===== config.mk =====
export PLATFORM = sky130hd
export DESIGN_NAME = sca_ctrl
export DESIGN_NICKNAME = d
export VERILOG_FILES = /design/src/hw/sca_sync.v /design/src/hw/sca_switch.v /design/src/hw/sca_ctrl.v
export VERILOG_INCLUDE_DIRS = /design/src /design/src/common
export SDC_FILE = /design/constraint.sdc
export NUM_CORES = 1
export LEC_CHECK = 0
export BUFFER_PORTS_ARGS = -buffer_cell sky130_fd_sc_hd__buf_2
export CAP_MARGIN = 30
export CORE_MARGIN = 2
export CORE_UTILIZATION = 45
export DETAILED_ROUTE_END_ITERATION = 12
export PLACE_DENSITY = 0.69
export SLEW_MARGIN = 10
export SYNTH_ARGS = -nofsm -noshare
export SYNTH_HDL_FRONTEND = slang
export SYNTH_SLANG_ARGS = --single-unit

===== constraint.sdc =====
create_clock -name CLOCK -period 2.7 [get_ports CLOCK]
set_input_delay 0.27 -clock CLOCK [delete_from_list [all_inputs] [get_ports CLOCK]]
set_output_delay 0.27 -clock CLOCK [all_outputs]
set_load 0.01 [all_outputs]

===== src/common/sca_defines.vh =====
// register indices, field positions, reset values and timing for the sc type a control block
// assumes the includer maps byte address = 4 * index, bank bit above the 8-bit index
`ifndef SCA_DEFINES_VH
`define SCA_DEFINES_VH
`define SCA_IDX_B10_CR0  8'h80
`define SCA_IDX_B10_CR1  8'h81
`define SCA_IDX_B12_CR0  8'h88
`define SCA_IDX_B12_CR1  8'h89
`define SCA_IDX_B21_CR0  8'h94
`define SCA_IDX_B21_CR1  8'h95
`define SCA_IDX_B23_CR0  8'h9C
`define SCA_IDX_B23_CR1  8'h9D
`define SCA_IDX_MISC     8'hA0
`define SCA_IDX_STATUS   8'hA1
`define SCA_BANK_BIT     8
`define SCA_CR0_FEEDBACK_CAP_SELECT     7
`define SCA_CR0_INV      6
`define SCA_CR0_SIGN     5
`define SCA_CAP_MSB      4
`define SCA_CR1_MUX_MSB  7
`define SCA_CR1_MUX_LSB  5
`define SCA_MISC_HOLDDIS 6
`define SCA_RST_CTRL     8'h00
`define SCA_RST_MISC     8'h00
`define SCA_RESP_OKAY    2'b00
`define SCA_RESP_SLVERR  2'b10
`define SCA_CNT_W        12
`define SCA_MUX_NEIGHBOR 3'h4
`define SCA_MUX_RESERVED 3'h7
`define SCA_CSRC_FIXED   2'h0
`define SCA_CSRC_SAME_A  2'h1
`define SCA_CSRC_NONE    2'h3
`endif


===== src/hw/sca_sync.v =====
// three-stage synchroniser for phase inputs arriving from the analog clock domain
// assumes inputs are asynchronous; output moves only when stages two and three agree
`timescale 1ns/1ps
`default_nettype none
module sca_sync #(
  parameter W = 2
) (
  input  wire         clk,
  input  wire         rst_n,
  input  wire [W-1:0] din,
  output reg  [W-1:0] dout
);
  reg [W-1:0] s1_r;
  reg [W-1:0] s2_r;
  reg [W-1:0] s3_r;
  integer i;
  always @(posedge clk or negedge rst_n)
  begin
    if (!rst_n)
    begin
      s1_r <= {W{1'b0}};
      s2_r <= {W{1'b0}};
      s3_r <= {W{1'b0}};
      dout <= {W{1'b0}};
    end
    else
    begin
      s1_r <= din;
      s2_r <= s1_r;
      s3_r <= s2_r;
      for (i = 0; i < W; i = i + 1)
        if (s2_r[i] == s3_r[i])
          dout[i] <= s3_r[i];
    end
  end
endmodule
`default_nettype wire


===== src/hw/sca_switch.v =====
// per-block switch phasing: internal phases, bottom-plate sampling, column bus gating
// assumes synchronised external phases; half of phase two is learned from the previous one
`timescale 1ns/1ps
`default_nettype none
`include "sca_defines.vh"
module sca_switch #(
  parameter CNT_W = `SCA_CNT_W
) (
  input  wire clk,
  input  wire rst_n,
  input  wire ext_ph1,
  input  wire ext_ph2,
  input  wire invert,
  input  wire sign,
  input  wire hold_dis,
  input  wire bus_en,
  output reg  int_ph1,
  output reg  int_ph2,
  output reg  samp_in,
  output reg  samp_ref,
  output reg  bus_conn
);
  reg  [CNT_W-1:0] cnt_r;
  reg  [CNT_W-1:0] len_r;
  wire             p1 = invert ? ext_ph2 : ext_ph1;
  wire             p2 = invert ? ext_ph1 : ext_ph2;
  // first phase two after reset reaches its half only after 2047 cycles: len_r starts saturated
  wire             late = (cnt_r >= {1'b0, len_r[CNT_W-1:1]});
  always @(posedge clk or negedge rst_n)
  begin
    if (!rst_n)
    begin
      cnt_r    <= {CNT_W{1'b0}};
      len_r    <= {CNT_W{1'b1}};
      int_ph1  <= 1'b0;
      int_ph2  <= 1'b0;
      samp_in  <= 1'b0;
      samp_ref <= 1'b0;
      bus_conn <= 1'b0;
    end
    else
    begin
      int_ph1  <= p1; // RULE_02
      int_ph2  <= p2; // RULE_02
      samp_in  <= sign ? p2 : p1; // RULE_06
      samp_ref <= sign ? p1 : p2; // RULE_06
      if (p2)
      begin
        if (cnt_r != {CNT_W{1'b1}})
          cnt_r <= cnt_r + 1'b1;
      end
      else if (cnt_r != {CNT_W{1'b0}})
      begin
        len_r <= cnt_r;
        cnt_r <= {CNT_W{1'b0}};
      end
      // bus floats in phase one and, with invert and hold_dis clear, early phase two: sample and hold on the bus capacitance
      bus_conn <= bus_en & p2 & (late | invert | hold_dis); // RULE_03 RULE_04 RULE_05 RULE_14
    end
  end
endmodule
`default_nettype wire


===== src/hw/sca_ctrl.v =====
// control registers and switch phasing for four sc type a blocks, axi4-lite slave
// assumes phase pins from the analog clock generator, non-overlapping, slow against CLOCK
`timescale 1ns/1ps
`default_nettype none
`include "sca_defines.vh"
// Overview of operation
// (RULE_01) control zero bit 7 picks feedback cap: clear 16 units, set 32 units
// (RULE_02) phase invert bit swaps internal phase one between external phase one and two
// (RULE_03) enabled output drives the bus only in the last half of phase two
// (RULE_04) phase invert set: enabled output drives the bus for all of phase two
// (RULE_05) global hold disable: all enabled outputs drive for their whole phase two
// (RULE_06) sampling order bit chooses whether input or reference is taken on phase one
// (RULE_07) control zero bits 4..0 give the a-path cap size, 0 to 31 units
// (RULE_08) control one bits 4..0 give the b-path cap size, 0 to 31 units
// (RULE_09) top mux bit picks the c source and forces a and c together
// (RULE_10) mux codes decode per instance; 000-011 vary a, 100 selects neighbour
// (RULE_11) software must not program mux codes 101, 110 or 111
// (RULE_12) control zero instances sit at 80h, 88h, 94h, 9Ch in either bank
// (RULE_13) control one instances sit at 81h, 89h, 95h, 9Dh in either bank
// (RULE_14) column bus enable clear keeps the block off the bus regardless of phasing
// (RULE_15) all control bits clear at reset and read back what was written
module sca_ctrl #(
  parameter CNT_W = `SCA_CNT_W
) (
  input  wire        CLOCK,
  input  wire        RESETN,
  input  wire [11:0] S_AXI_AWADDR,
  input  wire        S_AXI_AWVALID,
  output reg         S_AXI_AWREADY,
  input  wire [31:0] S_AXI_WDATA,
  input  wire [3:0]  S_AXI_WSTRB,
  input  wire        S_AXI_WVALID,
  output reg         S_AXI_WREADY,
  output reg  [1:0]  S_AXI_BRESP,
  output reg         S_AXI_BVALID,
  input  wire        S_AXI_BREADY,
  input  wire [11:0] S_AXI_ARADDR,
  input  wire        S_AXI_ARVALID,
  output reg         S_AXI_ARREADY,
  output reg  [31:0] S_AXI_RDATA,
  output reg  [1:0]  S_AXI_RRESP,
  output reg         S_AXI_RVALID,
  input  wire        S_AXI_RREADY,
  input  wire        PHASE_ONE,
  input  wire        PHASE_TWO,
  output reg  [3:0]  FEEDBACK_CAP_32,
  output reg  [19:0] A_PATH_CAP_SIZE,
  output reg  [19:0] B_PATH_CAP_SIZE,
  output reg  [11:0] A_INPUT_INDEX,
  output reg  [7:0]  C_INPUT_INDEX,
  output wire [3:0]  INT_PHASE_ONE,
  output wire [3:0]  INT_PHASE_TWO,
  output wire [3:0]  SAMPLE_INPUT,
  output wire [3:0]  SAMPLE_REF,
  output wire [3:0]  BUS_CONNECT
);
  // slot 0..3 control zero, 4..7 control one, 8 misc, 9 status, 15 unmapped
  // index bit 8 is the bank bit and is not decoded, so both banks reach one register
  function [3:0] slot;
    input [9:0] idx;
    begin
      slot = 4'hF;
      if (idx[9] == 1'b0) // RULE_12 RULE_13
      begin
        case (idx[7:0])
          `SCA_IDX_B10_CR0: slot = 4'h0;
          `SCA_IDX_B12_CR0: slot = 4'h1;
          `SCA_IDX_B21_CR0: slot = 4'h2;
          `SCA_IDX_B23_CR0: slot = 4'h3;
          `SCA_IDX_B10_CR1: slot = 4'h4;
          `SCA_IDX_B12_CR1: slot = 4'h5;
          `SCA_IDX_B21_CR1: slot = 4'h6;
          `SCA_IDX_B23_CR1: slot = 4'h7;
          `SCA_IDX_MISC:    slot = 4'h8;
          `SCA_IDX_STATUS:  slot = 4'h9;
          default:          slot = 4'hF;
        endcase
      end
    end
  endfunction

  // reserved codes give a recognisable index rather than guessing a source
  // top bit selects the neighbour only with low bits 00; codes 101 to 111 give the reserved index
  function [2:0] a_index;
    input [2:0] code;
    begin
      if (code[2] && code[1:0] != 2'b00)
        a_index = `SCA_MUX_RESERVED; // RULE_11
      else if (code[2])
        a_index = `SCA_MUX_NEIGHBOR; // RULE_09 RULE_10
      else
        a_index = code; // RULE_10
    end
  endfunction

  function [1:0] c_index;
    input [2:0] code;
    begin
      if (code[2] && code[1:0] != 2'b00)
        c_index = `SCA_CSRC_NONE; // RULE_11
      else if (code[2])
        c_index = `SCA_CSRC_SAME_A; // RULE_09
      else
        c_index = `SCA_CSRC_FIXED; // RULE_10
    end
  endfunction

  reg  [7:0]  cr0_r [0:3];
  reg  [7:0]  cr1_r [0:3];
  reg  [7:0]  misc_r;
  reg         aw_hold_r;
  reg  [9:0]  aw_idx_r;
  reg         w_hold_r;
  reg  [7:0]  w_data_r;
  reg         w_lane_r;

  wire        aw_take = S_AXI_AWVALID & S_AXI_AWREADY;
  wire        w_take  = S_AXI_WVALID & S_AXI_WREADY;
  wire        ar_take = S_AXI_ARVALID & S_AXI_ARREADY;
  wire        do_wr   = aw_hold_r & w_hold_r & ~S_AXI_BVALID;
  wire        aw_hold_nxt = (aw_hold_r | aw_take) & ~do_wr;
  wire        w_hold_nxt  = (w_hold_r | w_take) & ~do_wr;
  wire        rvalid_nxt  = (S_AXI_RVALID & ~S_AXI_RREADY) | ar_take;
  wire [3:0]  wr_slot = slot(aw_idx_r);
  wire [3:0]  rd_slot = slot(S_AXI_ARADDR[11:2]);
  wire [1:0]  ph_sync;
  wire [3:0]  bus_en  = misc_r[3:0];
  wire        hold_dis = misc_r[`SCA_MISC_HOLDDIS];
  reg  [7:0]  rd_byte;
  integer     k;
  integer     j;
  integer     n;

  // both phase pins share one synchroniser so their relative skew stays within a clock
  sca_sync #(
    .W (2)
  ) u_sync (
    .clk   (CLOCK),
    .rst_n (RESETN),
    .din   ({PHASE_TWO, PHASE_ONE}),
    .dout  (ph_sync)
  );

  genvar g;
  generate
    for (g = 0; g < 4; g = g + 1)
    begin : blk
      sca_switch #(
        .CNT_W (CNT_W)
      ) u_sw (
        .clk      (CLOCK),
        .rst_n    (RESETN),
        .ext_ph1  (ph_sync[0]),
        .ext_ph2  (ph_sync[1]),
        .invert   (cr0_r[g][`SCA_CR0_INV]),
        .sign     (cr0_r[g][`SCA_CR0_SIGN]),
        .hold_dis (hold_dis),
        .bus_en   (bus_en[g]),
        .int_ph1  (INT_PHASE_ONE[g]),
        .int_ph2  (INT_PHASE_TWO[g]),
        .samp_in  (SAMPLE_INPUT[g]),
        .samp_ref (SAMPLE_REF[g]),
        .bus_conn (BUS_CONNECT[g])
      );
    end
  endgenerate

  // status is read live: it shows the switch outputs of this very cycle
  always @*
  begin
    rd_byte = 8'h00;
    case (rd_slot)
      4'h0: rd_byte = cr0_r[0]; // RULE_15
      4'h1: rd_byte = cr0_r[1]; // RULE_15
      4'h2: rd_byte = cr0_r[2]; // RULE_15
      4'h3: rd_byte = cr0_r[3]; // RULE_15
      4'h4: rd_byte = cr1_r[0]; // RULE_15
      4'h5: rd_byte = cr1_r[1]; // RULE_15
      4'h6: rd_byte = cr1_r[2]; // RULE_15
      4'h7: rd_byte = cr1_r[3]; // RULE_15
      4'h8: rd_byte = misc_r;
      4'h9: rd_byte = {INT_PHASE_TWO, BUS_CONNECT};
      default: rd_byte = 8'h00;
    endcase
  end

  // write channel: address and data taken in either order, answer after both
  // readies are registered, so no path runs from a valid to a ready
  always @(posedge CLOCK or negedge RESETN)
  begin
    if (!RESETN)
    begin
      S_AXI_AWREADY <= 1'b0;
      S_AXI_WREADY  <= 1'b0;
      S_AXI_BVALID  <= 1'b0;
      S_AXI_BRESP   <= `SCA_RESP_OKAY;
      aw_hold_r     <= 1'b0;
      aw_idx_r      <= 10'h000;
      w_hold_r      <= 1'b0;
      w_data_r      <= 8'h00;
      w_lane_r      <= 1'b0;
      misc_r        <= `SCA_RST_MISC;
      for (k = 0; k < 4; k = k + 1)
      begin
        cr0_r[k] <= `SCA_RST_CTRL; // RULE_15
        cr1_r[k] <= `SCA_RST_CTRL; // RULE_15
      end
    end
    else
    begin
      aw_hold_r     <= aw_hold_nxt;
      w_hold_r      <= w_hold_nxt;
      S_AXI_AWREADY <= ~aw_hold_nxt;
      S_AXI_WREADY  <= ~w_hold_nxt;
      if (aw_take)
        aw_idx_r <= S_AXI_AWADDR[11:2];
      if (w_take)
      begin
        w_data_r <= S_AXI_WDATA[7:0];
        w_lane_r <= S_AXI_WSTRB[0];
      end
      if (S_AXI_BVALID && S_AXI_BREADY)
        S_AXI_BVALID <= 1'b0;
      if (do_wr)
      begin
        S_AXI_BVALID <= 1'b1;
        S_AXI_BRESP  <= (wr_slot == 4'hF) ? `SCA_RESP_SLVERR : `SCA_RESP_OKAY;
        // only byte lane 0 carries data; a write without it changes nothing
        if (w_lane_r)
        begin
          case (wr_slot)
            4'h0: cr0_r[0] <= w_data_r; // RULE_12
            4'h1: cr0_r[1] <= w_data_r; // RULE_12
            4'h2: cr0_r[2] <= w_data_r; // RULE_12
            4'h3: cr0_r[3] <= w_data_r; // RULE_12
            4'h4: cr1_r[0] <= w_data_r; // RULE_13
            4'h5: cr1_r[1] <= w_data_r; // RULE_13
            4'h6: cr1_r[2] <= w_data_r; // RULE_13
            4'h7: cr1_r[3] <= w_data_r; // RULE_13
            4'h8: misc_r <= w_data_r;
            default: misc_r <= misc_r;
          endcase
        end
      end
    end
  end

  // read channel: one cycle from address taken to data valid
  always @(posedge CLOCK or negedge RESETN)
  begin
    if (!RESETN)
    begin
      S_AXI_ARREADY <= 1'b0;
      S_AXI_RVALID  <= 1'b0;
      S_AXI_RDATA   <= 32'h00000000;
      S_AXI_RRESP   <= `SCA_RESP_OKAY;
    end
    else
    begin
      S_AXI_RVALID  <= rvalid_nxt;
      S_AXI_ARREADY <= ~rvalid_nxt;
      if (ar_take)
      begin
        S_AXI_RDATA <= {24'h000000, rd_byte};
        S_AXI_RRESP <= (rd_slot == 4'hF) ? `SCA_RESP_SLVERR : `SCA_RESP_OKAY;
      end
    end
  end

  // static decode of fields to the analog switch controls
  always @(posedge CLOCK or negedge RESETN)
  begin
    if (!RESETN)
    begin
      FEEDBACK_CAP_32 <= 4'h0;
      A_PATH_CAP_SIZE <= 20'h00000;
      B_PATH_CAP_SIZE <= 20'h00000;
    end
    else
    begin
      for (j = 0; j < 4; j = j + 1)
      begin
        FEEDBACK_CAP_32[j] <= cr0_r[j][`SCA_CR0_FEEDBACK_CAP_SELECT]; // RULE_01
        A_PATH_CAP_SIZE[j*5 +: 5] <= cr0_r[j][`SCA_CAP_MSB:0]; // RULE_07
        B_PATH_CAP_SIZE[j*5 +: 5] <= cr1_r[j][`SCA_CAP_MSB:0]; // RULE_08
      end
    end
  end

  // mux decode is registered too, so a code change never glitches the source switches
  always @(posedge CLOCK or negedge RESETN)
  begin
    if (!RESETN)
    begin
      A_INPUT_INDEX <= 12'h000;
      C_INPUT_INDEX <= 8'h00;
    end
    else
    begin
      for (n = 0; n < 4; n = n + 1)
      begin
        A_INPUT_INDEX[n*3 +: 3] <= a_index(cr1_r[n][`SCA_CR1_MUX_MSB:`SCA_CR1_MUX_LSB]); // RULE_10
        C_INPUT_INDEX[n*2 +: 2] <= c_index(cr1_r[n][`SCA_CR1_MUX_MSB:`SCA_CR1_MUX_LSB]); // RULE_09
      end
    end
  end
endmodule
`default_nettype wire


# --- Yosys cells after proc, flatten, opt, wreduce, memory -nomap -nowiden ---
# Index checks and enable logic that the tools add are counted.
# Widths: inputs -> output; s select.
totals:
  ff_bits: 298
  in_bits: 69
  out_inout_bits: 125
  word_cells: 244
op_classes:
  n_addsub: 4
  magnitude_cmp: 4
  eq_ne: 49
  mux: 53
  bitwise_logic: 37
  n_reduce_logical: 37
ops:
  columns: ["cell", "count"]
  rows:
  - ["$eq 8x8->1 const B", 20]
  - ["$mux 12", 12]
  - ["$pmux 4 s10", 2]
  - ["$pmux 8 s10", 1]
  - ["$add 12x1->12 const B", 4]
  - ["$ge 12x11->1", 4]
  - ["$ne 12x12->1 const B", 4]
  - ["$reduce_bool 12->1", 4]
  - ["$eq 4x3->1 const B", 8]
  - ["$reduce_and 3->1", 9]
  - ["$mux 3", 8]
  - ["$mux 1", 22]
  - ["$eq 4x4->1 const B", 5]
  - ["$reduce_bool 2->1", 9]
  - ["$and 1x1->1", 16]
  - ["$eq 4x2->1 const B", 4]
  - ["$reduce_and 2->1", 8]
  - ["$mux 2", 6]
  - ["$or 1x1->1", 11]
  - ["$not 1->1", 10]
  - ["$eq 4x1->1 const B", 2]
  - ["$logic_not 4->1", 2]
  - ["$mux 4", 2]
  - ["$ne 2x2->1 const B", 4]
  - ["other kinds (2)", 7]

# --- Depth between registers and ports, before layout ---
# Gate-level depths: netlist of run 1.
logic_depth:
  depth_word: 5
  ltp_mapped: 9

# --- Hierarchy ---
# From an unflattened synthesis of run 1, not the netlist that was laid out.
hier_totals:
  cells_unflattened: 1096
  hier_area_um2: 13520.5
by_module_without_submodules:
  columns: ["module", "n_inst", "cells_each", "area_each_um2"]
  rows:
  - ["sca_ctrl", 1, 489, 6827.8]
  - ["sca_switch at blk[0].u_sw ...", 3, 148, 1624.1]
  - ["sca_switch at blk[3].u_sw", 1, 153, 1597.8]
  - ["sca_sync", 1, 10, 222.7]

# --- Worst setup path before layout of run 1 ---
# OpenSTA, ideal clock, no wires.
synth_timing:
  path_type: "input -> register"
  start: "input S_AXI_ARADDR[7]"
  end: "register S_AXI_RDATA[0]"
  setup_ps: 139
  arrival_time_ps: 1900
  setup_slack_ps: 661
  path_stages: 7
  n_path_buf: 1
  path_cell_list: "nor3b_2 nand3_2 a21oi_4 buf_6 mux4_1 a22oi_1 o221ai_1"
synth_via:
  elab_chain_cells: 5
  word_cells_on_any_way: 23
  cone_classes: "eq/ne: 19; mux: 3; reduce/logical: 1"
synth_lines:
  columns: ["item", "line_no", "source"]
  rows:
  - ["from (decl)", "sca_ctrl.v:37", "input wire [11:0] S_AXI_ARADDR,"]
  - ["$eq 8x8->1", "sca_ctrl.v:65", "case (idx[7:0])"]
  - ["$pmux 4 s10 (*)", "sca_ctrl.v:65", null]
  - ["$mux 4 (*)", "sca_ctrl.v:63", "if (idx[9] == 1'b0)"]
  - ["$eq 4x4->1 (tied with other cells)", "sca_ctrl.v:172", "case (rd_slot)"]
  - ["$pmux 8 s10 (*)", "sca_ctrl.v:172", null]
  - ["to (signal assigned)", "sca_ctrl.v:264", "S_AXI_RDATA <= {24'h000000, rd_byte};"]
  - ["to (decl)", "sca_ctrl.v:40", "output reg [31:0] S_AXI_RDATA,"]
# Every way passes the cells marked *; elsewhere a longest branch is shown, timed or not.
# A chain may end at the register's enable or synchronous reset.

# --- Worst setup path in the final report of run 1 ---
layout_timing:
  start: "register aw_idx_r[6]"
  end: "register misc_r[4]"
layout_via:
  elab_chain_cells: 5
  word_cells_on_any_way: 14
  cone_classes: "eq/ne: 11; mux: 2; reduce/logical: 1"
layout_lines:
  columns: ["item", "line_no", "source"]
  rows:
  - ["from (decl)", "sca_ctrl.v:112", "reg [9:0] aw_idx_r;"]
  - ["from (signal assigned)", "sca_ctrl.v:216", "aw_idx_r <= S_AXI_AWADDR[11:2];"]
  - ["$eq 8x8->1", "sca_ctrl.v:65", null]
  - ["$pmux 4 s10 (*)", "sca_ctrl.v:65", null]
  - ["$mux 4 (*)", "sca_ctrl.v:63", null]
  - ["$eq 4x4->1 (*)", "sca_ctrl.v:231", "case (wr_slot)"]
  - ["$reduce_and 3->1 (no source line) (*)", null, null]
  - ["to (signal assigned)", "sca_ctrl.v:202", "misc_r <= `SCA_RST_MISC;"]
  - ["to (signal assigned)", "sca_ctrl.v:240", "4'h8: misc_r <= w_data_r;"]
  - ["to (signal assigned)", "sca_ctrl.v:241", "default: misc_r <= misc_r;"]
  - ["to (decl)", "sca_ctrl.v:110", "reg [7:0] misc_r;"]
# Marks and branches as above.

==> results by group, run 1 <==
Outcome
  – Status: finished clean

Clocking
  – CTS tree: done
  – Max H-tree Level: 1
  – Clock Tree Root: clkbuf_16
  – Post-CTS sizing: 0
  – Worst-path clk slew: ~0.06 ns
  – Clock sink total: 287
  – Clock buffer depth: 3
  – Skew-Pair Late Insertion Delay: about 0.56 ns
  – CTS Buf Count: 30

Placement
  – Placed cell areas: approximately 0.014 mm^2
  – Gpl congestion: between 0.8 and 0.9
  – IO Port Bufs: 134
  – Placed instance count: around 1600
  – Post-DP HPWL: roughly 19000 um

Floorplanning
  – Starting Density: 0.456
  – Core area: 0.0287 mm^2
  – Row cnt: 62
  – Chip width: 175 um
  – Die height: 175 um
  – Die Area: 0.0305 mm^2
  – IO Pins: ~190

Finish
  – Ratio of cells with drive above 1 in the final layout: 0.317
  – # diodes: 0
  – Post-route cell area: 0.0154 mm^2
  – Area of the multi-input gates: between 0.005 and 0.006 mm^2
  – Layout area overhead: 17.3%
  – Filler cells: 2434
  – Register area: around 0.0072 mm^2
  – Fin nets: 1345
  – Non-Filler Instances: 1632

STA
  – Fmax: approximately 0.43 GHz
  – Post-layout min period: 2.30 ns
  – Setup_tns: 0 ns
  – Max-slew violations: 0
  – Tcrit/Tclk final: 0.853
  – Setup Skew: roughly 0.021 ns
  – Final setup vio count: 0
  – Slew margin rel.: 0.542
  – Least-Margin Pin Slew: a little under 0.7 ns
  – Hold Fails Final Rpt: 0
  – RSZ-0062 raised after global routing: no

Critical path
  – Slowest-stage cell, CP: dfrtp_1
  – CP Cell Sequence: nand2b_1 > nor2_1 > nand3_1 > o21ai_0 > and3_1 > nor4bb_2 > buf_4 > mux2_2
  – Worst setup EP type: flip-flop
  – Startpoint types: flip-flop
  – Kind of critical path: flip-flop to flip-flop
  – Crit path DAT: 2.75 ns
  – Req. time, crit path: around 3.2 ns
  – Crit-path max FO: 8
  – Crit-path max cell delay: 0.37 ns

Yosys
  – Cells after synthesis: approximately 1100
  – Register bit total from synthesis: about 290
  – Mean area per synthesized cell: roughly 12 um^2
  – Register area share after synthesis: 0.553
  – Post-Synthesis Cell Area: between 0.01 and 0.015 mm^2
  – Ys flop type: dfrtp_1
  – Yosys warns: 0
  – Library cells used by synthesis: 73
  – Post-synth EDFFs: 0
  – FFs w/ async S/R, synth: 1.00

Run
  – Max cap viols: 0

Global route
  – GR peak layer: met2
  – Global routing met2 resource utilization: 0.300
  – First-pass GRT wire length: approximately 46000 um
  – Largest net degree at the start of global routing: 76
  – Met1 Use GR: 0.262
  – Vias in the first global route: roughly 8600
  – GRT Total Usage: 0.185
  – Initial antenna violation count: 0
  – Met3 Usage GRT: 0.0223
  – Total grt overflow: 0

Route
  – Drt first pass iters: 5
  – Vias: roughly 8600
  – DR WL/cell: 17.0 um
  – Via density per instance: between 5 and 6
  – # DRC: 0
  – Total Wirelength: 27700 um
  – Initial drt markers: between 500 and 600
  – Final ANT Viol Nets: 0

Power
  – IR drop worst, VDD: a little over 600 uV
  – Pwr dens: 774 mW/mm^2
  – Leak Pwr: approximately 0.0073 uW

Min path
  – Worst hold-check path type: input port to flip-flop
state kept, by name, indices dropped and copies added, names as in the netlist, 9 cells and up:
signal,flops
A_PATH_CAP_SIZE,20
B_PATH_CAP_SIZE,20
aw_idx_r,9
blk.u_sw.cnt_r,48
blk.u_sw.len_r,44
cr0_r,32
cr1_r,32
Yosys cell counts, types with 8 or more instances:
cell type / number / share of area
dfrtp_1: 243 / 0.46
mux2_2: 106 / 0.091
nand2_1: 88 / 0.025
o21ai_0: 70 / 0.027
inv_1: 64 / 0.018
nor2_1: 55 / 0.016
ha_1: 52 / 0.050
buf_4: 51 / 0.029
dfstp_2: 44 / 0.088
nand3_1: 25 / 0.0096
a21oi_1: 24 / 0.0092
xor2_1: 21 / 0.014
a21o_1: 20 / 0.011
clkbuf_1: 16 / 0.0046
nand4_1: 14 / 0.0067
buf_1: 10 / 0.0029
a31oi_1: 9 / 0.0043
buf_2: 9 / 0.0034
nor4_1: 9 / 0.0043
o21a_1: 9 / 0.0052
and3_1: 8 / 0.0038
mux2i_1: 8 / 0.0061
mux4_2: 8 / 0.014
nor3_1: 8 / 0.0031
or3_1: 8 / 0.0038
worst paths after layout:
path / start / endpoint / slack (ns) / cells past startpoint
hold reg to reg: u_sync.s1_r[1]$_DFF_PN0_ / u_sync.s2_r[1]$_DFF_PN0_ / 0.35 / 0
hold / removal: S_AXI_ARVALID / S_AXI_RRESP[1]$_DFFE_PN0P_ / 0.09 / 3
setup reg to reg: aw_idx_r[6]$_DFFE_PN0P_ / misc_r[4]$_DFFE_PN0P_ / 0.40 / 8
min in group asynchronous: RESETN / aw_idx_r[7]$_DFFE_PN0P_ / 0.27 / 2
max in group asynchronous: RESETN / blk[2].u_sw.len_r[2]$_DFFE_PN1P_ / 1.61 / 3
setup / recovery: aw_idx_r[6]$_DFFE_PN0P_ / misc_r[4]$_DFFE_PN0P_ / 0.40 / 8
routing by layer:
| metal | part of all wire | up-vias |
|---|---|---|
| li1 | - | 4005 |
| met1 | 0.45 | 4344 |
| met2 | 0.48 | 204 |
| met3 | 0.038 | 42 |
| met4 | 0.027 | 0 |
| met5 | 0 | - |
kinds of logic (layout without fill, tap and decap cells):
group | count (synthesis) | in the layout | synth area share
mux | 132 | 132 | 0.130
simple gates | 253 | 253 | 0.0979
compound gates | 168 | 168 | 0.0856
other cells | 1 | 26 | 0.000286
xor+xnor | 29 | 29 | 0.0200
flops | 287 | 287 | 0.553
fa+ha+maj | 54 | 54 | 0.0512
buf+inv | 157 | 299 | 0.0624
power breakdown:
group	switching (uW)	internal (uW)	total (uW)
Combinational	1120	886	2010
Clock	1730	2840	4570
Sequential	529	4770	5300
stage by stage:
stage | hold WS (ns) | utilization | setup slack [ns] | power, uW
2_1_floorplan | -0.0256 | - | 0.661 | 6710
3_3_place_gp | 0.301 | 0.488 | 0.274 | 7280
3_5_place_dp | 0.299 | 0.488 | 0.274 | 7360
4_1_cts | 0.0779 | 0.535 | 0.378 | 12000
5_1_grt | 0.117 | 0.535 | 0.188 | 12500
6_report | 0.0919 | 0.535 | 0.398 | 11900
timing repair:
item | in CTS | in global routing
hold endpoints to repair | 82 | 0
hold buffers | 23 | 0
buffers inserted | 0 | 0
layout make-up:
| type | instances | share of cell area |
|---|---|---|
| sequential | 287 | 0.471 |
| multi-input combinational | 662 | 0.335 |
| timing repair buffer | 177 | 0.0724 |
| clock buffer | 35 | 0.0534 |
| tap | 384 | 0.0313 |
| clock inverter | 21 | 0.0201 |
| inverter | 66 | 0.0161 |
worst max-delay path: cells and delay by family (launching register included):
kind | cells | cell delay, ns
simple gates | 5 | 1.05
buf+inv | 1 | 0.26
flops | 1 | 0.37
mux | 1 | 0.35
compound gates | 1 | 0.17
layout by cell type (no fill, tap or decap), drive strengths merged, types with 15 or more instances in the layout:
| cell | n |
|---|---|
| xor2 | 21 |
| a21oi | 25 |
| dfrtp | 243 |
| dlygate4sd3 | 23 |
| ha | 52 |
| o21ai | 72 |
| nand2 | 88 |
| conb | 26 |
| buf | 154 |
| clkbuf | 35 |
| nand4 | 15 |
| inv | 65 |
| nand3 | 26 |
| a21o | 20 |
| dfstp | 44 |
| mux2 | 107 |
| mux4 | 15 |
| nor2 | 59 |
No activity file was read; power rests on OpenSTA's default activity.
==> inputs of run 2 (changes only) <==
--- a/config.mk
+++ b/config.mk
@@ -8,10 +8,12 @@
 export LEC_CHECK = 0
 export BUFFER_PORTS_ARGS = -buffer_cell sky130_fd_sc_hd__buf_2
 export CAP_MARGIN = 30
+export CELL_PAD_IN_SITES_DETAIL_PLACEMENT = 1
+export CELL_PAD_IN_SITES_GLOBAL_PLACEMENT = 1
 export CORE_MARGIN = 2
 export CORE_UTILIZATION = 45
 export DETAILED_ROUTE_END_ITERATION = 12
-export PLACE_DENSITY = 0.69
+export PLACE_DENSITY = 0.82
 export SLEW_MARGIN = 10
 export SYNTH_ARGS = -nofsm -noshare
 export SYNTH_HDL_FRONTEND = slang
==> results by group, run 2 (same netlist as run 1, synthesis figures left out) <==
Clocking
  – Post-CTS setup buffers: 0
  – Hold-fix buffers, CTS: 23
  – Clock buffer depth: 3
  – Post-CTS sizing: 0
  – CTS tree: done
  – Max H-tree Level: 1
  – CTS Buf Count: 31
  – Worst-path clk slew: 0.06 ns
  – Clock sink total: roughly 290
  – Skew-Pair Late Insertion Delay: about 0.57 ns
  – Clock Tree Root: clkbuf_16

Route
  – # DRC: 0
  – Via density per instance: between 5 and 6
  – Total Wirelength: 35200 um
  – DR WL/cell: roughly 22 um
  – Final ANT Viol Nets: 0
  – Drt first pass iters: 4
  – Initial drt markers: between 400 and 500
  – Vias: approximately 9000

STA
  – Hold Fails Final Rpt: 0
  – Max-slew violations: 0
  – Slew margin rel.: 0.514
  – Final setup vio count: 0
  – Tcrit/Tclk final: 0.918
  – Fmax: between 0.4 and 0.5 GHz
  – Setup Skew: 0.0218 ns
  – RSZ-0062 raised after global routing: no
  – Setup_tns: 0 ns
  – Least-Margin Pin Slew: roughly 0.73 ns
  – Post-layout min period: about 2.5 ns

Floorplanning
  – IO Pins: between 150 and 200
  – Row cnt: slightly above 60
  – Die Area: just over 0.03 mm^2
  – Die height: 175 um
  – Chip width: between 150 and 200 um
  – Core area: between 0.02 and 0.03 mm^2
  – Starting Density: 0.456

Global route
  – Vias in the first global route: 10100
  – Largest net degree at the start of global routing: between 80 and 90
  – GRT Total Usage: 0.234
  – Total grt overflow: 0
  – First-pass GRT wire length: 56400 um
  – Initial antenna violation count: 0

Finish
  – Register area: a little over 0.007 mm^2
  – Largest Register: blk.u_sw.cnt_r
  – Commonest non-fill, non-tap cell in the layout: dfrtp_1
  – Non-Filler Instances: around 1600
  – # diodes: 0
  – Layout area overhead: 17.0%
  – Most frequent cells in the layout: dfrtp_1, buf_2, mux2_2, nand2_1, o21ai_0
  – Ratio of cells with drive above 1 in the final layout: 0.317
  – Post-route cell area: between 0.015 and 0.02 mm^2
  – Largest registers: blk.u_sw.cnt_r x48, blk.u_sw.len_r x44
  – Fin nets: about 1400
  – Filler cells: 3041
  – Area of the multi-input gates: just over 0.005 mm^2
  – Max reg flops: 48

Power
  – Internal power: around 8300 uW
  – Pwr dens: ~770 mW/mm^2
  – Switching portion of total power: 0.301
  – Comb pwr share: 0.179
  – P_sw: about 3600 uW
  – Reg power frac: 0.452
  – Tot Pwr: around 12000 uW
  – IR drop worst, VDD: between 500 and 600 uV
  – Leak Pwr: between 0.007 and 0.008 uW
  – Clock group share of total power: 0.369

Placement
  – Placed instance count: ~1600
  – Placed cell areas: 0.0140 mm^2
  – Post-DP HPWL: 22600 um
  – IO Port Bufs: about 130
  – Gpl congestion: approximately 0.80

Critical path
  – Kind of critical path: flip-flop to flip-flop
  – Crit path DAT: roughly 2.9 ns
  – Worst reg2reg setup slack: 0.22 ns
  – Req. time, crit path: a little over 3 ns
  – Startpoint types: flip-flop
  – Crit-path max FO: 4
  – Worst setup EP type: flip-flop

Min path
  – Worst hold-check path type: input port to flip-flop

Outcome
  – Status: finished clean

Run
  – Max cap viols: 0
==> run 2: cell type report <==
cell class,instances,share of cell area
Clock buffer,44,0.0604
Sequential cell,287,0.472
Tap cell,384,0.0314
Clock inverter,13,0.00874
Timing Repair Buffer,182,0.0750
Inverter,66,0.0162
Multi-Input combinational cell,662,0.336
==> run 2: stage by stage <==
| stage | hold slack [ns] | util | worst slack, ns |
|---|---|---|---|
| after floorplan | -0.0256 | - | 0.661 |
| after global placement | 0.297 | 0.489 | 0.278 |
| after detailed placement | 0.307 | 0.489 | 0.152 |
| after CTS | 0.104 | 0.534 | 0.234 |
| after global routing | 0.116 | 0.534 | 0.0875 |
| final | 0.126 | 0.534 | 0.221 |
==> run 2: metal layers <==
metal  vias up  routed length, um  GRT usage
met5         -                  0          0
met4         0               1350     0.0924
met3        77               1430     0.0354
met2       246              18000      0.408
met1      4664              14500      0.294
li1       4016                  -          -
==> run 2: final timing paths <==
path,cells past startpoint,to,start
min in group asynchronous,2,aw_idx_r[1]$_DFFE_PN0P_,RESETN
min,3,S_AXI_RRESP[1]$_DFFE_PN0P_,S_AXI_ARVALID
min reg2reg,0,u_sync.s2_r[1]$_DFF_PN0_,u_sync.s1_r[1]$_DFF_PN0_
max reg2reg,9,blk[2].u_sw.bus_conn$_DFF_PN0_,blk[2].u_sw.cnt_r[0]$_DFFE_PN0P_
max,9,blk[2].u_sw.bus_conn$_DFF_PN0_,blk[2].u_sw.cnt_r[0]$_DFFE_PN0P_
max in group asynchronous,3,blk[3].u_sw.len_r[7]$_DFFE_PN1P_,RESETN
==> run 2: worst max-delay path, stage by stage (launching register included) <==
cell       delay [ns]
dfrtp_1          0.41
inv_1            0.15
ha_1             0.25
nand2b_1         0.15
a21o_1           0.19
a21o_1           0.17
a21oi_1          0.15
o21ai_0          0.18
a2111oi_0        0.49
o21ai_0          0.19
==> run 2: power by group through the flow <==
stage                     clock network, uW  logic (uW)  registers, uW
after floorplan                           0        1630           5080
after global placement                    0        1960           5340
after detailed placement                  0        2060           5380
after CTS                              4430        2140           5320
after global routing                   4620        2380           5410
final                                  4360        2120           5340
